`config.mk`:
```
export PLATFORM = sky130hd
export DESIGN_NAME = tape_formatter_exc_flat
export DESIGN_NICKNAME = d
export VERILOG_FILES = /design/src/shared/tape_exc_pkg.sv /design/src/shared/tape_link_if.sv /design/src/tape_formatter_exc.sv /design/src/flat_wrapper.sv
export SDC_FILE = /design/constraint.sdc
export NUM_CORES = 1
export LEC_CHECK = 0
export BUFFER_PORTS_ARGS = -buffer_cell sky130_fd_sc_hd__buf_2
export CAP_MARGIN = 30
export CORE_MARGIN = 3
export CORE_UTILIZATION = 47
export CTS_CLUSTER_SIZE = 16
export DETAILED_ROUTE_END_ITERATION = 10
export PLACE_DENSITY = 0.79
export SKIP_CTS_REPAIR_TIMING = 1
export SYNTH_ARGS = -nofsm -noshare
export SYNTH_HDL_FRONTEND = slang
export SYNTH_SLANG_ARGS = --single-unit
export TNS_END_PERCENT = 20
```
`constraint.sdc`:
```
create_clock -name pclk -period 2.9 [get_ports pclk]
set_input_delay 0.435 -clock pclk [delete_from_list [all_inputs] [get_ports pclk]]
set_output_delay 0.435 -clock pclk [all_outputs]
set_load 0.02 [all_outputs]
```
`src/shared/tape_exc_pkg.sv`:
```
/*
  shared constants for the tape formatter error, attention and exception ends.
  assumes a single pclk domain and a 32-bit apb register port on the controller end.
*/
package tape_exc_pkg;
  // -----------------------------------------------------------------
  // function codes carried with a launch
  // -----------------------------------------------------------------
  localparam int FUNC_W = 5;
  localparam logic [4:0] FN_NOP = 5'h00;
  localparam logic [4:0] FN_REWIND = 5'h03;
  localparam logic [4:0] FN_ERASE = 5'h0A;
  localparam logic [4:0] FN_WR_MARK = 5'h0B;
  localparam logic [4:0] FN_SPACE_FWD = 5'h0C;
  localparam logic [4:0] FN_SPACE_REV = 5'h0D;
  localparam logic [4:0] FN_WRITE = 5'h18;
  localparam logic [4:0] FN_READ = 5'h1C;
  localparam logic [4:0] FN_LAST_LEGAL = 5'h1F;
  // -----------------------------------------------------------------
  // error register bit positions
  // -----------------------------------------------------------------
  localparam int ERR_W = 16;
  localparam int ERR_BAD_FUNC = 0;
  localparam int ERR_DATA_PAR = 5;
  localparam int ERR_FRAME_PAR = 6;
  localparam int ERR_FMT_CHK = 7;
  localparam int ERR_TIMING = 12;
  localparam int ERR_OP_INCOMPLETE = 13;
  localparam int ERR_NOT_SAFE = 14;
  localparam int ERR_FIX_CHK = 15;
  localparam logic [15:0] CLASS_B_MASK = 16'h7001;
  localparam logic [15:0] DATA_ERR_MASK = 16'h80E0;
  // tape control bit that lets data errors abort a transfer
  localparam int ABORT_ENABLE_BIT = 12;
  // -----------------------------------------------------------------
  // controller apb map
  // -----------------------------------------------------------------
  localparam logic [7:0] A_CMD = 8'h00;
  localparam logic [7:0] A_STATUS = 8'h04;
  localparam logic [7:0] A_ERROR = 8'h08;
  localparam logic [7:0] A_SHARED_SERVICE_REQUEST = 8'h0C;
  localparam logic [7:0] A_TCTRL = 8'h10;
  localparam logic [7:0] A_EVENT = 8'h14;
  // status word bit positions (controller side)
  localparam int ST_FAULT = 0;
  localparam int ST_SSC = 1;
  localparam int ST_ENGAGED = 2;
  localparam int ST_SERVICE = 3;
  localparam int ST_XFER_FAULT = 4;
  localparam int ST_ABORT = 5;
  localparam int ST_WSTOP = 6;
  localparam int ST_BUSY = 7;
  localparam int ST_SHARED_SERVICE_REQUEST_SHIFT = 8;
  // operation timing
  localparam int OP_CYCLES = 16;
  localparam int GAP_CYCLES = 8;
  localparam int UNIT_W = 3;
endpackage

```
`src/shared/tape_link_if.sv`:
```
/*
  link between the formatter exception end and the controller end.
  assumes both ends share pclk; the bench ties instances together.
*/
`timescale 1ns/1ns
interface tape_link_if;
  logic launch;
  logic [4:0] func;
  logic [15:0] tctrl;
  logic err_inject;
  logic [15:0] err_bits;
  logic ssc_in;
  logic limit_in;
  logic err_clear;
  logic shared_service_request_rd;
  logic shared_service_request_wr;
  logic [7:0] shared_service_request_wdata;
  logic [7:0] shared_service_request_rdata;
  logic [15:0] err_q_out;
  logic fault_summary;
  logic ssc_out;
  logic drive_engaged;
  logic shared_service_request;
  logic transfer_fault_line;
  logic end_of_block_abort;
  logic write_stop;
  logic busy;
  modport formatter (
    input launch, func, tctrl, err_inject, err_bits, ssc_in, limit_in, err_clear,
    input shared_service_request_rd, shared_service_request_wr, shared_service_request_wdata,
    output shared_service_request_rdata, err_q_out, fault_summary, ssc_out, drive_engaged,
    output shared_service_request, transfer_fault_line, end_of_block_abort,
    output write_stop, busy
  );
  modport controller (
    output launch, func, tctrl, err_inject, err_bits, ssc_in, limit_in, err_clear,
    output shared_service_request_rd, shared_service_request_wr, shared_service_request_wdata,
    input shared_service_request_rdata, err_q_out, fault_summary, ssc_out, drive_engaged,
    input shared_service_request, transfer_fault_line, end_of_block_abort,
    input write_stop, busy
  );
endinterface

```
`src/tape_formatter_exc.sv`:
```
/*
  formatter end: error check at launch, attention flag, exception and abort.
  assumes the controller end drives the link on the same pclk, one-cycle strobes.
*/
// The APB slave port and the register addresses were left to the implementer.
// Overview of operation
// - launch runs error check before starting
// - pending error inhibits requested function
// - any set error bit forms summary
// - load during error blocks drive engaged
// - refused launch clears go, raises attention
// - erase, space, tape mark end raise attention
// - rewind raises attention at its start
// - error or slave change raises attention; the code raises it only at the end of an operation that saw it
// - tape limit during operation raises attention
// - controller reads attention summary on request
// - controller services and clears attention flags
// - controller reads status, then error if fault
// - controller polls slaves on slave change
// - transfer error asserts fault line immediately
// - read error aborts block, read finishes
// - write error aborts, stops after gap
// - abort on transfer with pending error
// - abort on class b or bad function
// - data errors abort only when enabled; the code also aborts a transfer on any error in its first cycle
// - attention read puts flag on unit line
// - attention write one clears flag
`timescale 1ns/1ns
module tape_formatter_exc #(
  parameter logic [2:0] UNIT = 3'h0
) (
  input wire logic pclk,
  input wire logic presetn,
  tape_link_if.formatter link
);
  import tape_exc_pkg::*;

  typedef enum logic [3:0] {
    S_IDLE = 4'b0001,
    S_RUN = 4'b0010,
    S_GAP = 4'b0100,
    S_DONE = 4'b1000
  } op_state_t;

  // -----------------------------------------------------------------
  // state
  // -----------------------------------------------------------------
  op_state_t state_q, state_d;
  logic [15:0] err_q, err_d;
  logic [4:0] func_q, func_d;
  logic [7:0] cnt_q, cnt_d;
  logic shared_service_request_flag_q, shared_service_request_flag_d;
  logic ssc_q, ssc_d;
  logic seen_q, seen_d;
  logic engaged_q, engaged_d;
  logic xfault_q, xfault_d;
  logic abort_q, abort_d;
  logic wstop_q, wstop_d;
  logic [7:0] rdata_q, rdata_d;
  logic any_error_summary;
  logic is_xfer, is_write, shared_service_request_set, stale_error_block, new_err, abort_cause;
  logic [15:0] err_next;

  // -----------------------------------------------------------------
  // next state
  // -----------------------------------------------------------------
  always_comb begin
    err_next = err_q | (link.err_inject ? link.err_bits : 16'h0000);
    any_error_summary = |err_q;
    stale_error_block = link.launch && any_error_summary;
    is_xfer = (func_q == FN_READ) || (func_q == FN_WRITE);
    is_write = func_q == FN_WRITE;
    new_err = link.err_inject && (link.err_bits != 16'h0000);
    // class b and bad function always abort, data errors only when enabled
    abort_cause = new_err && (((link.err_bits & CLASS_B_MASK) != 16'h0000) ||
      (link.tctrl[ABORT_ENABLE_BIT] && ((link.err_bits & DATA_ERR_MASK) != 16'h0000)));
    state_d = state_q;
    err_d = link.err_clear ? 16'h0000 : err_next;
    func_d = func_q;
    cnt_d = cnt_q;
    ssc_d = ssc_q | link.ssc_in;
    seen_d = seen_q | link.limit_in | new_err | link.ssc_in;
    engaged_d = engaged_q;
    xfault_d = xfault_q;
    abort_d = abort_q;
    wstop_d = 1'b0;
    shared_service_request_set = 1'b0;
    case (state_q)
      S_IDLE: begin
        if (link.launch) begin
          if (stale_error_block) begin
            shared_service_request_set = 1'b1;
            if ((link.func == FN_READ) || (link.func == FN_WRITE)) begin
              abort_d = 1'b1;
            end
          end else if (link.func == FN_REWIND) begin
            shared_service_request_set = 1'b1;
          end else if (link.func != FN_NOP) begin
            state_d = S_RUN;
            func_d = link.func;
            cnt_d = 8'(OP_CYCLES);
            engaged_d = 1'b1;
            xfault_d = 1'b0;
            abort_d = 1'b0;
            seen_d = 1'b0;
          end
        end
      end
      S_RUN: begin
        cnt_d = cnt_q - 8'h01;
        if (is_xfer && new_err) begin
          xfault_d = 1'b1;
          // an error in the first cycle is one raised while starting
          if (abort_cause || (cnt_q == 8'(OP_CYCLES))) begin
            abort_d = 1'b1;
            if (is_write) begin
              wstop_d = 1'b1;
              state_d = S_GAP;
              cnt_d = 8'(GAP_CYCLES);
            end
          end
        end else if (cnt_q == 8'h01) begin
          state_d = S_DONE;
        end
      end
      S_GAP: begin
        cnt_d = cnt_q - 8'h01; // gap erased before motion stops
        if (cnt_q == 8'h01) begin
          state_d = S_DONE;
        end
      end
      default: begin
        state_d = S_IDLE;
        engaged_d = 1'b0;
        if ((func_q == FN_ERASE) || (func_q == FN_WR_MARK) || (func_q == FN_SPACE_FWD) ||
            (func_q == FN_SPACE_REV)) begin
          shared_service_request_set = 1'b1;
        end
        if (seen_q) begin
          shared_service_request_set = 1'b1;
        end
      end
    endcase
    // a clear in the same cycle as a new event loses to the event
    shared_service_request_flag_d = shared_service_request_flag_q;
    if (link.shared_service_request_wr && link.shared_service_request_wdata[UNIT]) begin
      shared_service_request_flag_d = 1'b0;
    end
    if (shared_service_request_set) begin
      shared_service_request_flag_d = 1'b1;
    end
    if (link.err_clear) begin
      ssc_d = link.ssc_in;
    end
    rdata_d = 8'h00;
    if (link.shared_service_request_rd) begin
      rdata_d[UNIT] = shared_service_request_flag_q;
    end
  end

  // -----------------------------------------------------------------
  // registers
  // -----------------------------------------------------------------
  always_ff @(posedge pclk or negedge presetn) begin
    if (!presetn) begin
      state_q <= S_IDLE;
      err_q <= 16'h0000;
      func_q <= FN_NOP;
      cnt_q <= 8'h00;
      shared_service_request_flag_q <= 1'b0;
      ssc_q <= 1'b0;
      seen_q <= 1'b0;
      engaged_q <= 1'b0;
      xfault_q <= 1'b0;
      abort_q <= 1'b0;
      wstop_q <= 1'b0;
      rdata_q <= 8'h00;
    end else begin
      state_q <= state_d;
      err_q <= err_d;
      func_q <= func_d;
      cnt_q <= cnt_d;
      shared_service_request_flag_q <= shared_service_request_flag_d;
      ssc_q <= ssc_d;
      seen_q <= seen_d;
      engaged_q <= engaged_d;
      xfault_q <= xfault_d;
      abort_q <= abort_d;
      wstop_q <= wstop_d;
      rdata_q <= rdata_d;
    end
  end

  assign link.err_q_out = err_q;
  assign link.fault_summary = any_error_summary;
  assign link.ssc_out = ssc_q;
  assign link.drive_engaged = engaged_q;
  assign link.shared_service_request = shared_service_request_flag_q;
  assign link.transfer_fault_line = xfault_q;
  assign link.end_of_block_abort = abort_q;
  assign link.write_stop = wstop_q;
  assign link.busy = state_q != S_IDLE;
  assign link.shared_service_request_rdata = rdata_q;
endmodule

```
`src/flat_wrapper.sv`:
```
// flat-port wrapper written by rule: the top's interface ports become plain ports
module tape_formatter_exc_flat import tape_exc_pkg::*;
#(
  parameter logic [2:0] UNIT = 3'h0
)
  (pclk, presetn, link_launch, link_func, link_tctrl, link_err_inject, link_err_bits, link_ssc_in, link_limit_in, link_err_clear, link_shared_service_request_rd, link_shared_service_request_wr, link_shared_service_request_wdata, link_shared_service_request_rdata, link_err_q_out, link_fault_summary, link_ssc_out, link_drive_engaged, link_shared_service_request, link_transfer_fault_line, link_end_of_block_abort, link_write_stop, link_busy);
  tape_link_if link_i ();
  input wire logic pclk;
  input wire logic presetn;
  input wire logic [$bits(link_i.launch)-1:0] link_launch;
  input wire logic [$bits(link_i.func)-1:0] link_func;
  input wire logic [$bits(link_i.tctrl)-1:0] link_tctrl;
  input wire logic [$bits(link_i.err_inject)-1:0] link_err_inject;
  input wire logic [$bits(link_i.err_bits)-1:0] link_err_bits;
  input wire logic [$bits(link_i.ssc_in)-1:0] link_ssc_in;
  input wire logic [$bits(link_i.limit_in)-1:0] link_limit_in;
  input wire logic [$bits(link_i.err_clear)-1:0] link_err_clear;
  input wire logic [$bits(link_i.shared_service_request_rd)-1:0] link_shared_service_request_rd;
  input wire logic [$bits(link_i.shared_service_request_wr)-1:0] link_shared_service_request_wr;
  input wire logic [$bits(link_i.shared_service_request_wdata)-1:0] link_shared_service_request_wdata;
  output wire logic [$bits(link_i.shared_service_request_rdata)-1:0] link_shared_service_request_rdata;
  output wire logic [$bits(link_i.err_q_out)-1:0] link_err_q_out;
  output wire logic [$bits(link_i.fault_summary)-1:0] link_fault_summary;
  output wire logic [$bits(link_i.ssc_out)-1:0] link_ssc_out;
  output wire logic [$bits(link_i.drive_engaged)-1:0] link_drive_engaged;
  output wire logic [$bits(link_i.shared_service_request)-1:0] link_shared_service_request;
  output wire logic [$bits(link_i.transfer_fault_line)-1:0] link_transfer_fault_line;
  output wire logic [$bits(link_i.end_of_block_abort)-1:0] link_end_of_block_abort;
  output wire logic [$bits(link_i.write_stop)-1:0] link_write_stop;
  output wire logic [$bits(link_i.busy)-1:0] link_busy;
  assign link_i.launch = link_launch;
  assign link_i.func = link_func;
  assign link_i.tctrl = link_tctrl;
  assign link_i.err_inject = link_err_inject;
  assign link_i.err_bits = link_err_bits;
  assign link_i.ssc_in = link_ssc_in;
  assign link_i.limit_in = link_limit_in;
  assign link_i.err_clear = link_err_clear;
  assign link_i.shared_service_request_rd = link_shared_service_request_rd;
  assign link_i.shared_service_request_wr = link_shared_service_request_wr;
  assign link_i.shared_service_request_wdata = link_shared_service_request_wdata;
  assign link_shared_service_request_rdata = link_i.shared_service_request_rdata;
  assign link_err_q_out = link_i.err_q_out;
  assign link_fault_summary = link_i.fault_summary;
  assign link_ssc_out = link_i.ssc_out;
  assign link_drive_engaged = link_i.drive_engaged;
  assign link_shared_service_request = link_i.shared_service_request;
  assign link_transfer_fault_line = link_i.transfer_fault_line;
  assign link_end_of_block_abort = link_i.end_of_block_abort;
  assign link_write_stop = link_i.write_stop;
  assign link_busy = link_i.busy;
  tape_formatter_exc #(.UNIT(UNIT)) u_core (.pclk(pclk), .presetn(presetn), .link(link_i));
endmodule
```
* After elaboration in Yosys (flattened, before gate mapping)
Index checks and enable logic that the tools add are counted.
** Word-level totals
- Flip-flop bits (word level) :: 41
- Output and inout bits :: 32
- Logic and storage cells :: 130
** Cells by class
- Add/sub/neg operators :: 1
- Equality and inequality tests :: 26
- Multiplexer cells :: 55
- Bitwise operators :: 8
- Reduce and logical (&&, ||, !) cells :: 28
** Operators with widths (count)
- 8-bit 2-to-1 mux :: 7
- 16-bit nonzero test :: 3
- 1-bit 2-to-1 mux :: 32
- 16-bit 2-to-1 mux :: 2
- 4-bit 2-to-1 mux :: 8
- 8-bit one-hot mux with 3 select lines :: 1
- 5-bit by 4-bit equality test with 1-bit output (second input constant) :: 4
- 5-bit equality test (second input constant) :: 4
- 16-bit OR :: 1
- 16-bit OR reduction :: 1
- 5-bit AND reduction :: 3
- 4-bit one-hot mux with 3 select lines :: 1
- 6-bit AND reduction :: 2
- 8-bit by 1-bit equality test with 1-bit output (second input constant) :: 1
- 8-bit by 5-bit equality test with 1-bit output (second input constant) :: 1
- 1-bit one-hot mux with 2 select lines :: 4
- 8-bit by 1-bit subtractor with 8-bit output (second input constant) :: 1
- 1-bit logical OR :: 7
- 7-bit AND reduction :: 1
- 1-bit logical AND :: 6
- 2-bit by 1-bit inequality test with 1-bit output (second input constant) :: 3
- 2-bit inequality test (second input constant) :: 3
- 3-bit by 2-bit inequality test with 1-bit output (second input constant) :: 2
- 3-bit inequality test (second input constant) :: 2
- 12 further kinds :: 18

* Longest topological paths before layout
Gate-level depths: netlist of run 1.
- Depth after elaboration :: 9
- Gate-level depth with buffers :: 8
- Gate-level depth less buffers :: 8

* Worst setup path before layout of run 1
Ideal clock, no wire load.
- Path kind :: reg2reg
- From :: reg u_core.state_q[0]
- To :: reg u_core.abort_q (netlist: u_core.link.end_of_block_abort)
- Library setup time :: 0.126 ns
- Arrival time :: 2.035 ns
- Data required time :: 2.774 ns
- Path slack :: 0.738 ns
- Stages on the path, launching flop included :: 7
- Path buffers :: 1
- Cells stage by stage :: dfstp_2 or4b_4 or2_4 a211oi_2 buf_6 inv_4 a221o_1
** On the way
- Cells in the longest elaborated chain, start to end :: 3
- Elaborated cells between the ends (all ways) :: 11
** RTL lines
- start: declaration :: RTL line tape_formatter_exc.sv:48 : op_state_t state_q, state_d;
- start signal: assignment :: RTL line tape_formatter_exc.sv:179 : state_q <= state_d;
- 4-bit by 1-bit equality test with 1-bit output or 4-bit by 2-bit equality test with 1-bit output (tied branches) :: RTL line tape_formatter_exc.sv:88 : case (state_q)
- 3-bit inequality test (no source line) (tied with other cells)
- 7-bit AND reduction (no source line)
- end signal: assignment :: RTL line tape_formatter_exc.sv:188 : abort_q <= abort_d;
- end: declaration :: RTL line tape_formatter_exc.sv:57 : logic abort_q, abort_d;
Parallel ways exist; a longest one is shown, timed or not.
A chain may end at the register's enable or synchronous reset.

* Worst setup path in the final report of run 1
- From :: reg u_core.cnt_q[2]
- To :: reg u_core.cnt_q[5]
** On the way
- Cells in the longest elaborated chain, start to end :: 5
- Elaborated cells between the ends (all ways) :: 7
** RTL lines
- start: declaration :: RTL line tape_formatter_exc.sv:51 : logic [7:0] cnt_q, cnt_d;
- start signal: assignment :: RTL line tape_formatter_exc.sv:182 : cnt_q <= cnt_d;
- 8-bit by 1-bit subtractor with 8-bit output or 8-bit by 5-bit equality test with 1-bit output (tied branches) :: RTL line tape_formatter_exc.sv:110, tape_formatter_exc.sv:127, tape_formatter_exc.sv:114
- 8-bit 2-to-1 mux or 1-bit logical OR (tied branches) :: RTL line tape_formatter_exc.sv:116, tape_formatter_exc.sv:114
- 8-bit 2-to-1 mux :: RTL line tape_formatter_exc.sv:114 : if (abort_cause || (cnt_q == 8'(OP_CYCLES))) begin
- 8-bit 2-to-1 mux :: RTL line tape_formatter_exc.sv:111 : if (is_xfer && new_err) begin
- 8-bit one-hot mux with 3 select lines * :: RTL line tape_formatter_exc.sv:88
Mark *: on every way between the ends. The rest lies on a longest branch, timed or not.

==> flow_summary.toml, run 1 <==
[pwr]
power_density_nw_per_um2 = 623
peakVddDrop_uv = 407
p_leak_nw = 1.18

[sta]
finalHoldViolCount = 0
tightest_slew_ns = 0.873
slew_headroom = 0.418
fin_skew_ns = 0.00221
setup_violations = 0
fin_tns_setup_ns = 0
slew_violations = 0
finalCriticalPeriod_ns = 2.24
fin_crit_sh = 0.773
fmax_mhz = 446
rsz0062_at_grt = "no"

[finish]
drive_above_1_share = 0.295
final_core_util = 0.610
nets = 317
diodes = 0
syn2layout_area_growth_pct = 19.2

[cts]
clkTransAtPathRegs_ns = 0.07
clk_latency_ns = 0.29
cts_buffers = 5
clock_sinks = 41
cts_tree = "yes"
ctsLongestPathBuffers = 2
h-tree-depth = 2
cts_root_buffer = "clkbuf_8"

[die]
die_w_um = 70.8
coreArea_um2 = 3850
start_util = 0.512
die_height_um = 70.8
pin_count = 86
rows = 22
dieArea_um2 = 5010

[synth]
syn_area_um2 = 1970
yosys.area_share.xor_xnor = 0.0133
synth_fa_ha_area_frac = 0.0190
synth_edf_count = 0
synth_top_family_by_area = "simple AND/OR/NAND/NOR gates"
synth_top_area_share = 0.507
synth_top_area_cell = "dfrtp_1"
synth_top_flop_cell = "dfrtp_1"
synthTopCellsByCount = "dfrtp_1, nor2_1, a21oi_1"
synth.most_common_cell = "dfrtp_1"
ys_warn_count = 0
yosys.area_share.simple = 0.192
syn_area_per_cell_um2 = 9.82
synthMuxAreaShare = 0.0228
synth_compound_area_frac = 0.166
synth-seq-cells = 41
syn_inst = 201
synth_area_leaders = "dfrtp_1, a21oi_1, nor2_1, nor4_1, buf_4"
synth_seq_area_share = 0.521
async_reset_ff_frac = 1.00
synth.distinct_cells = 40

[grt]
grt_pass1_wl_mm = 7.28
grt_max_degree = 42
grt-ovfl-total = 0
track_usage = 0.184
antenna_found_initial = 0
grt_pass1_vias = 1627

[drt]
avgRoutedWirePerCell_um = 14.2
vias = 1683
initialDrtViolationCount = 92
drc = 0
viasPerCell = 5.45
postRouteAntennaNets = 0
first_pass_iters = 4
drt-total-wl_mm = 4.37

[placement]
gp_congestion = 0.813
port_buffers = 56
hpwl_mm = 3.35

[critical_path]
endpoint_kind = "register"
critPathMaxFanout = 7
critPathKind = "reg -> reg"
arrival_ns = 2.42
start_kind = "register"
required_ns = 3.08

[job]
drv_cap = 0

[outcome]
status = "finished, final reports clean"

[min_path]
hold_class = "in -> async"
[critical path, cell delays in order (launching register included)]
cell and delay, ns:
dfrtp_1 0.43, nor4_1 0.37, and4b_1 0.26, a21oi_1 0.08
o41ai_4 0.42, nand2_1 0.22, a221o_1 0.34
[sequential cells by signal, summed over array words and instances (netlist names)]
name and count:
u_core.link.err_q_out 16, u_core.cnt_q 8, u_core.func_q 5, u_core.state_q 4, u_core.link.drive_engaged 1, u_core.link.end_of_block_abort 1, u_core.link.shared_service_request 1, u_core.link.shared_service_request_rdata 1
u_core.link.ssc_out 1, u_core.link.transfer_fault_line 1, u_core.link.write_stop 1, u_core.seen_q 1
[cell type report]
type                            instances  area [µm²]
Tap cell                               48        60.1
Timing Repair Buffer                   58         295
Fill cell                             348        1500
Clock buffer                            8        80.1
Inverter                               12        47.5
Sequential cell                        41        1030
Multi-Input combinational cell        142         842
[cells by family after synthesis]
kind of cell	Yosys count
mux	4
compound gates	50
simple gates	75
flops	41
buf+inv	24
other cells	1
fa+ha+maj	3
xor+xnor	3
[metrics by stage]
step,hold slack [ns],worst slack (ns),power [mW],cell area (µm²),std cells
finish,0.258,0.659,1.46,2350,309
CTS,0.285,0.657,1.48,2350,309
detailed placement,0.465,0.664,1.13,2270,301
global placement,0.454,0.693,1.11,2270,301
floorplan,0.139,0.738,1.01,2000,207
global route,0.337,0.446,1.55,2350,309
[report_power, final]
group,internal (mW),switching (mW),leakage (nW),total [mW]
clock network,0.171,0.180,0.0395,0.351
logic,0.152,0.198,0.630,0.349
registers,0.674,0.0910,0.511,0.765
[worst paths after layout]
check / startpoint / end / slack (ns) / cells past startpoint
max: u_core.cnt_q[2]$_DFFE_PN0P_ / u_core.cnt_q[5]$_DFFE_PN0P_ / 0.66 / 6
min: presetn / u_core.link.write_stop$_DFF_PN0_ / 0.26 / 1
max reg2reg: u_core.cnt_q[2]$_DFFE_PN0P_ / u_core.cnt_q[5]$_DFFE_PN0P_ / 0.66 / 6
min reg2reg: u_core.link.drive_engaged$_DFFE_PN0P_ / u_core.link.drive_engaged$_DFFE_PN0P_ / 0.48 / 2
max in group asynchronous: presetn / u_core.cnt_q[2]$_DFFE_PN0P_ / 2.10 / 1
min in group pclk: link_ssc_in / u_core.link.ssc_out$_DFF_PN0_ / 0.34 / 2
[layout by cell type (no fill, tap or decap), types with 4 or more instances in the layout]
| cell | count |
|---|---|
| a21oi_1 | 24 |
| a221o_1 | 5 |
| buf_2 | 56 |
| clkbuf_8 | 5 |
| conb_1 | 7 |
| dfrtp_1 | 40 |
| inv_1 | 11 |
| mux2_2 | 4 |
| nand2_1 | 14 |
| nor2_1 | 28 |
| nor4_1 | 11 |
| o21ai_0 | 10 |
[routing by layer]
layer  GRT usage  vias up  part of all wire
met2       0.305       72              0.48
met4      0.0752        0             0.015
met3      0.0412        7             0.069
li1            -      817                 -
met5           0        -                 0
met1       0.233      787              0.43
Power figures use the tool's default switching activity.
==> run 2, diff against run 1 <==
--- a/config.mk
+++ b/config.mk
@@ -5,13 +5,14 @@
 export SDC_FILE = /design/constraint.sdc
 export NUM_CORES = 1
 export LEC_CHECK = 0
+export ABC_AREA = 1
 export BUFFER_PORTS_ARGS = -buffer_cell sky130_fd_sc_hd__buf_2
 export CAP_MARGIN = 30
 export CORE_MARGIN = 3
-export CORE_UTILIZATION = 47
+export CORE_UTILIZATION = 49
 export CTS_CLUSTER_SIZE = 16
 export DETAILED_ROUTE_END_ITERATION = 10
-export PLACE_DENSITY = 0.79
+export PLACE_DENSITY = 0.8
 export SKIP_CTS_REPAIR_TIMING = 1
 export SYNTH_ARGS = -nofsm -noshare
 export SYNTH_HDL_FRONTEND = slang
==> constraint.sdc (replaced) <==
create_clock -name pclk -period 2.1 [get_ports pclk]
set_input_delay 0.315 -clock pclk [delete_from_list [all_inputs] [get_ports pclk]]
set_output_delay 0.315 -clock pclk [all_outputs]
set_load 0.02 [all_outputs]
==> flow_summary.toml, run 2 <==
[pwr]
switchingPower_mw = 1.17
pwr-share-comb = 0.428
peakVddDrop_uv = 610
total_power_mw = 2.80
power.internal_mw = 1.63
p_leak_nw = 1.48
power_density_nw_per_um2 = 1060
swShare = 0.416
power.share.clock = 0.179
seq_power_share = 0.393

[critical_path]
arrival_ns = 1.93
critPathMaxFanout = 11
required_ns = 2.30
start_kind = "register"
slowest_stage = "dfrtp_1"
cpMostUsedCell = "nor2_1"
endpoint_kind = "register"
path_cells = "nor2_1 -> nand3_1 -> nor2_1 -> nand2_2 -> nand2_1 -> nand4_1 -> o21ai_0"
critPathKind = "reg -> reg"
max_stage_delay_ns = 0.39

[die]
start_util = 0.514
dieArea_um2 = 5450
die_height_um = 73.8
coreArea_um2 = 4380
die_w_um = 73.8
pin_count = 86
rows = 24

[job]
drv_cap = 0

[sta]
fmax_mhz = 578
fin_crit_sh = 0.824
rsz0062_at_grt = "no"
slew_headroom = 0.662
finalCriticalPeriod_ns = 1.73
tightest_slew_ns = 0.506
finalHoldViolCount = 0
fin_tns_setup_ns = 0
fin_skew_ns = 0.00851
slew_violations = 0
setup_violations = 0
finalWorstSetupSlack_ns = 0.369

[synth]
syn_area_um2 = 2250
synth_top_area_share = 0.444
synth.most_common_cell = "nand2_1"
synth_edf_count = 0
synth_seq_area_share = 0.456
synthTopCellsByCount = "nand2_1, inv_1, dfrtp_1"
synth_top_area_cell = "dfrtp_1"
ys_warn_count = 0
synth-seq-cells = 41
synth.distinct_cells = 33
synth_area_leaders = "dfrtp_1, nand2_1, inv_1, nor2_1, nand3_1"
syn_area_per_cell_um2 = 7.72
syn_inst = 292
synth_top_flop_cell = "dfrtp_1"
async_reset_ff_frac = 1.00

[finish]
syn2layout_area_growth_pct = 17.6
drive_above_1_share = 0.233
final_cells = 404
most-common-layout-cells = "nand2_1, buf_2, inv_1"
design_area_um2 = 2650
final_common_cell = "nand2_1"
largest_reg_flops = 16
nets = 408
diodes = 0

[grt]
grt_pass1_wl_mm = 7.76
grt-ovfl-total = 0
grt_pass1_vias = 1790
antenna_found_initial = 0
track_usage = 0.184
grt_max_degree = 42

[cts]
clkTransAtPathRegs_ns = 0.08
h-tree-depth = 2
ctsLongestPathBuffers = 2
clock_sinks = 41
cts_buffers = 5
clk_latency_ns = 0.30
cts_tree = "yes"
cts_root_buffer = "clkbuf_8"

[drt]
drc = 0
vias = 1986
first_pass_iters = 4
initialDrtViolationCount = 98
postRouteAntennaNets = 0
drt-total-wl_mm = 4.68
viasPerCell = 4.92
avgRoutedWirePerCell_um = 11.6

[min_path]
hold_class = "in -> async"

[placement]
hpwl_mm = 3.72
port_buffers = 56
place_ws_ns = 0.346
dp_cells = 396
placement.cell_area_um2 = 2560
gp_congestion = 0.805

[outcome]
status = "finished, final reports clean"
-- run 2: cell count changes in the layout (fill, tap and decap cells not counted), moves of 6 or more --
| cell | previous run | this run |
|---|---|---|
| nand3_1 | 2 | 23 |
| nor4_1 | 11 | 0 |
| nor2_1 | 28 | 37 |
| inv_1 | 11 | 42 |
| nand4_1 | 2 | 8 |
| nand2_1 | 14 | 64 |
-- run 2: critical path: cells and delay by family, from the launching register on --
kind / cells / cell delay (ns)
and+or+nand+nor: 6 / 0.95
DFF: 1 / 0.39
AOI/OAI and AO/OA: 1 / 0.29
-- run 2: power groups by stage --
stage	Combinational, mW	Clock, mW	Sequential [mW]
finish	1.20	0.502	1.10
global route	1.37	0.546	1.13
CTS	1.21	0.515	1.10
detailed placement	1.21	0	1.11
global placement	1.17	0	1.11
floorplan	0.859	0	1.16
-- run 2: layout make-up --
class	instances	area [µm²]
clock inverter	2	15.0
tap	52	65.1
sequential	41	1030
fill	409	1730
inverter	44	168
clock buffer	6	72.6
multi-input combinational	201	1010
timing repair buffer	58	295
-- run 2: final timing paths --
check	end	slack, ns	depth (start not counted)	from
worst max-delay path	u_core.func_q[0]$_DFFE_PN0P_	0.37	7	u_core.link.err_q_out[9]$_DFF_PN0_
worst min-delay path	u_core.cnt_q[5]$_DFFE_PN0P_	0.07	2	presetn
worst max register to register	u_core.func_q[0]$_DFFE_PN0P_	0.37	7	u_core.link.err_q_out[9]$_DFF_PN0_
worst min register to register	u_core.link.transfer_fault_line$_DFFE_PN0P_	0.48	2	u_core.link.transfer_fault_line$_DFFE_PN0P_
max in group asynchronous	u_core.state_q[0]$_DFFE_PN1P_	1.67	2	presetn
min in group pclk	u_core.link.shared_service_request_rdata[0]$_DFF_PN0_	0.21	3	link_shared_service_request_rd
-- run 2: per-stage QoR --
stage | utilization | hold WS [ns]
2_1_floorplan | - | 0.0194
3_3_place_gp | 0.584 | 0.409
3_5_place_dp | 0.584 | 0.409
4_1_cts | 0.604 | 0.0874
5_1_grt | 0.604 | 0.114
6_report | 0.604 | 0.0710
-- run 2: kinds of logic (layout without fill, tap and decap cells) --
group | after synthesis | after routing | synth area share
AO/OA/AOI/OAI | 34 | 34 | 0.0816
buffers and inverters | 56 | 110 | 0.107
XOR/XNOR | 5 | 5 | 0.0194
flip-flops | 41 | 41 | 0.456
adder cells (fa/ha/maj) | 3 | 3 | 0.0167
other | 1 | 7 | 0.00166
AND/OR/NAND/NOR | 152 | 152 | 0.318
-- run 2: metal layers --
metal  share of wire  GRT usage  vias up  wire, µm
li1                -          -     1028         -
met1            0.46      0.255      905      2170
met2            0.47      0.285       48      2220
met3           0.051     0.0315        5       241
met4           0.011     0.0765        0        51
met5               0          0        -         0
==> run 3, diff against run 2 <==
--- a/config.mk
+++ b/config.mk
@@ -9,10 +9,10 @@
 export BUFFER_PORTS_ARGS = -buffer_cell sky130_fd_sc_hd__buf_2
 export CAP_MARGIN = 30
 export CORE_MARGIN = 3
-export CORE_UTILIZATION = 49
+export CORE_UTILIZATION = 44
 export CTS_CLUSTER_SIZE = 16
 export DETAILED_ROUTE_END_ITERATION = 10
-export PLACE_DENSITY = 0.8
+export PLACE_DENSITY = 0.76
 export SKIP_CTS_REPAIR_TIMING = 1
 export SYNTH_ARGS = -nofsm -noshare
 export SYNTH_HDL_FRONTEND = slang
==> constraint.sdc (replaced) <==
create_clock -name pclk -period 1.4 [get_ports pclk]
set_input_delay 0.21 -clock pclk [delete_from_list [all_inputs] [get_ports pclk]]
set_output_delay 0.21 -clock pclk [all_outputs]
set_load 0.02 [all_outputs]
==> flow_summary.toml, run 3 (synthesized netlist as in run 2, its figures left out) <==
[pwr]
seq_power_share = 0.314
p_leak_nw = 1.79
swShare = 0.395
switchingPower_mw = 2.06
pwr-share-comb = 0.503
power_density_nw_per_um2 = 1620
total_power_mw = 5.21
power.internal_mw = 3.16
power.share.clock = 0.183
peakVddDrop_uv = 1220

[sta]
finalWorstSetupSlack_ns = -0.246
fin_crit_sh = 1.18
slew_violations = 0
finalCriticalPeriod_ns = 1.65
rsz0062_at_grt = "yes"
finalHoldViolCount = 0
setup_violations = 21
fmax_mhz = 607
fin_skew_ns = 0.0129

[placement]
hpwl_mm = 4.11
place_ws_ns = -0.195
gp_congestion = 0.854
port_buffers = 56
dp_cells = 456
placement.cell_area_um2 = 2950

[grt]
antenna_found_initial = 0
grt_pass1_wl_mm = 9.27
grt_max_degree = 42
track_usage = 0.192
grt-ovfl-total = 0
grt_pass1_vias = 2140

[die]
start_util = 0.465
rows = 25
die_height_um = 77.6
dieArea_um2 = 6020
pin_count = 86
coreArea_um2 = 4850
die_w_um = 77.6

[cts]
cts_buffers = 5
ctsLongestPathBuffers = 2
clk_latency_ns = 0.30
h-tree-depth = 2
cts_tree = "yes"
clock_sinks = 41
clkTransAtPathRegs_ns = 0.08
cts_root_buffer = "clkbuf_8"

[finish]
design_area_um2 = 3220
largest_reg_flops = 16
diodes = 0
multi_input_area_um2 = 1080
syn2layout_area_growth_pct = 42.8
final_cells = 473
final_core_util = 0.663
drive_above_1_share = 0.401
final_common_cell = "nand2_1"
fillCellCount = 399
nets = 462
most-common-layout-cells = "nand2_1, buf_2, buf_4"
seq_area_um2 = 1030

[drt]
initialDrtViolationCount = 97
first_pass_iters = 4
drt-total-wl_mm = 5.66
postRouteAntennaNets = 0
viasPerCell = 4.76
drc = 0
avgRoutedWirePerCell_um = 12.0
vias = 2253

[critical_path]
critPathKind = "reg -> out"
start_kind = "register"
required_ns = 1.19
arrival_ns = 1.44
endpoint_kind = "output pin"
critPathMaxFanout = 4

[outcome]
status = "complete, but fails checks"
violations = "setup timing"

[job]
drv_cap = 0

[min_path]
hold_class = "in -> reg"
## run 3: area by class of cell
cell class | count | share of cell area
Multi-Input combinational cell | 201 | 0.336
Sequential cell | 41 | 0.322
Timing Repair Buffer | 112 | 0.229
Inverter | 44 | 0.0525
Tap cell | 67 | 0.0261
Clock buffer | 6 | 0.0226
Clock inverter | 2 | 0.0121
## run 3: final timing paths
kind / to / slack [ns] / cells after the start / start
setup / recovery: link_fault_summary / -0.25 / 6 / u_core.link.err_q_out[13]$_DFF_PN0_
hold / removal: u_core.link.shared_service_request_rdata[0]$_DFF_PN0_ / 0.1 / 3 / link_shared_service_request_rd
setup reg to reg: u_core.func_q[1]$_DFFE_PN0P_ / -0.19 / 10 / u_core.link.err_q_out[13]$_DFF_PN0_
hold reg to reg: u_core.link.drive_engaged$_DFFE_PN0P_ / 0.50 / 2 / u_core.link.drive_engaged$_DFFE_PN0P_
max in group asynchronous: u_core.state_q[0]$_DFFE_PN1P_ / 0.73 / 3 / presetn
min in group asynchronous: u_core.cnt_q[4]$_DFFE_PN0P_ / 0.41 / 3 / presetn
## run 3: power by group through the flow
stage               Sequential (mW)  Clock, mW  Combinational, mW
floorplan                      1.74          0               1.30
global placement               1.62          0               2.25
detailed placement             1.63          0               2.31
CTS                            1.61      0.978               2.33
global route                   1.67       1.03               2.90
finish                         1.64      0.957               2.62
## run 3: stage by stage
| stage | hold WS (ns) | setup TNS [ns] |
|---|---|---|
| 3_3_place_gp | 0.199 | -1.24 |
| 2_1_floorplan | -0.0856 | -0.590 |
| 4_1_cts | -0.130 | -2.98 |
| 3_5_place_dp | 0.199 | -2.18 |
| 5_1_grt | 0.101 | -4.76 |
| 6_report | 0.0990 | -2.53 |
## run 3: routing by layer
layer	share of wire	GRT usage	wire (µm)
met1	0.44	0.253	2470
met2	0.49	0.314	2790
met3	0.051	0.0418	291
met4	0.018	0.0605	104
met5	0	0	0
## run 3: critical path, stage by stage (launching register included)
cell     delay [ns]
dfrtp_1        0.39
nor2_2         0.10
nand3_1        0.08
nor2_2         0.17
nand2_2        0.13
buf_6          0.14
buf_6          0.12
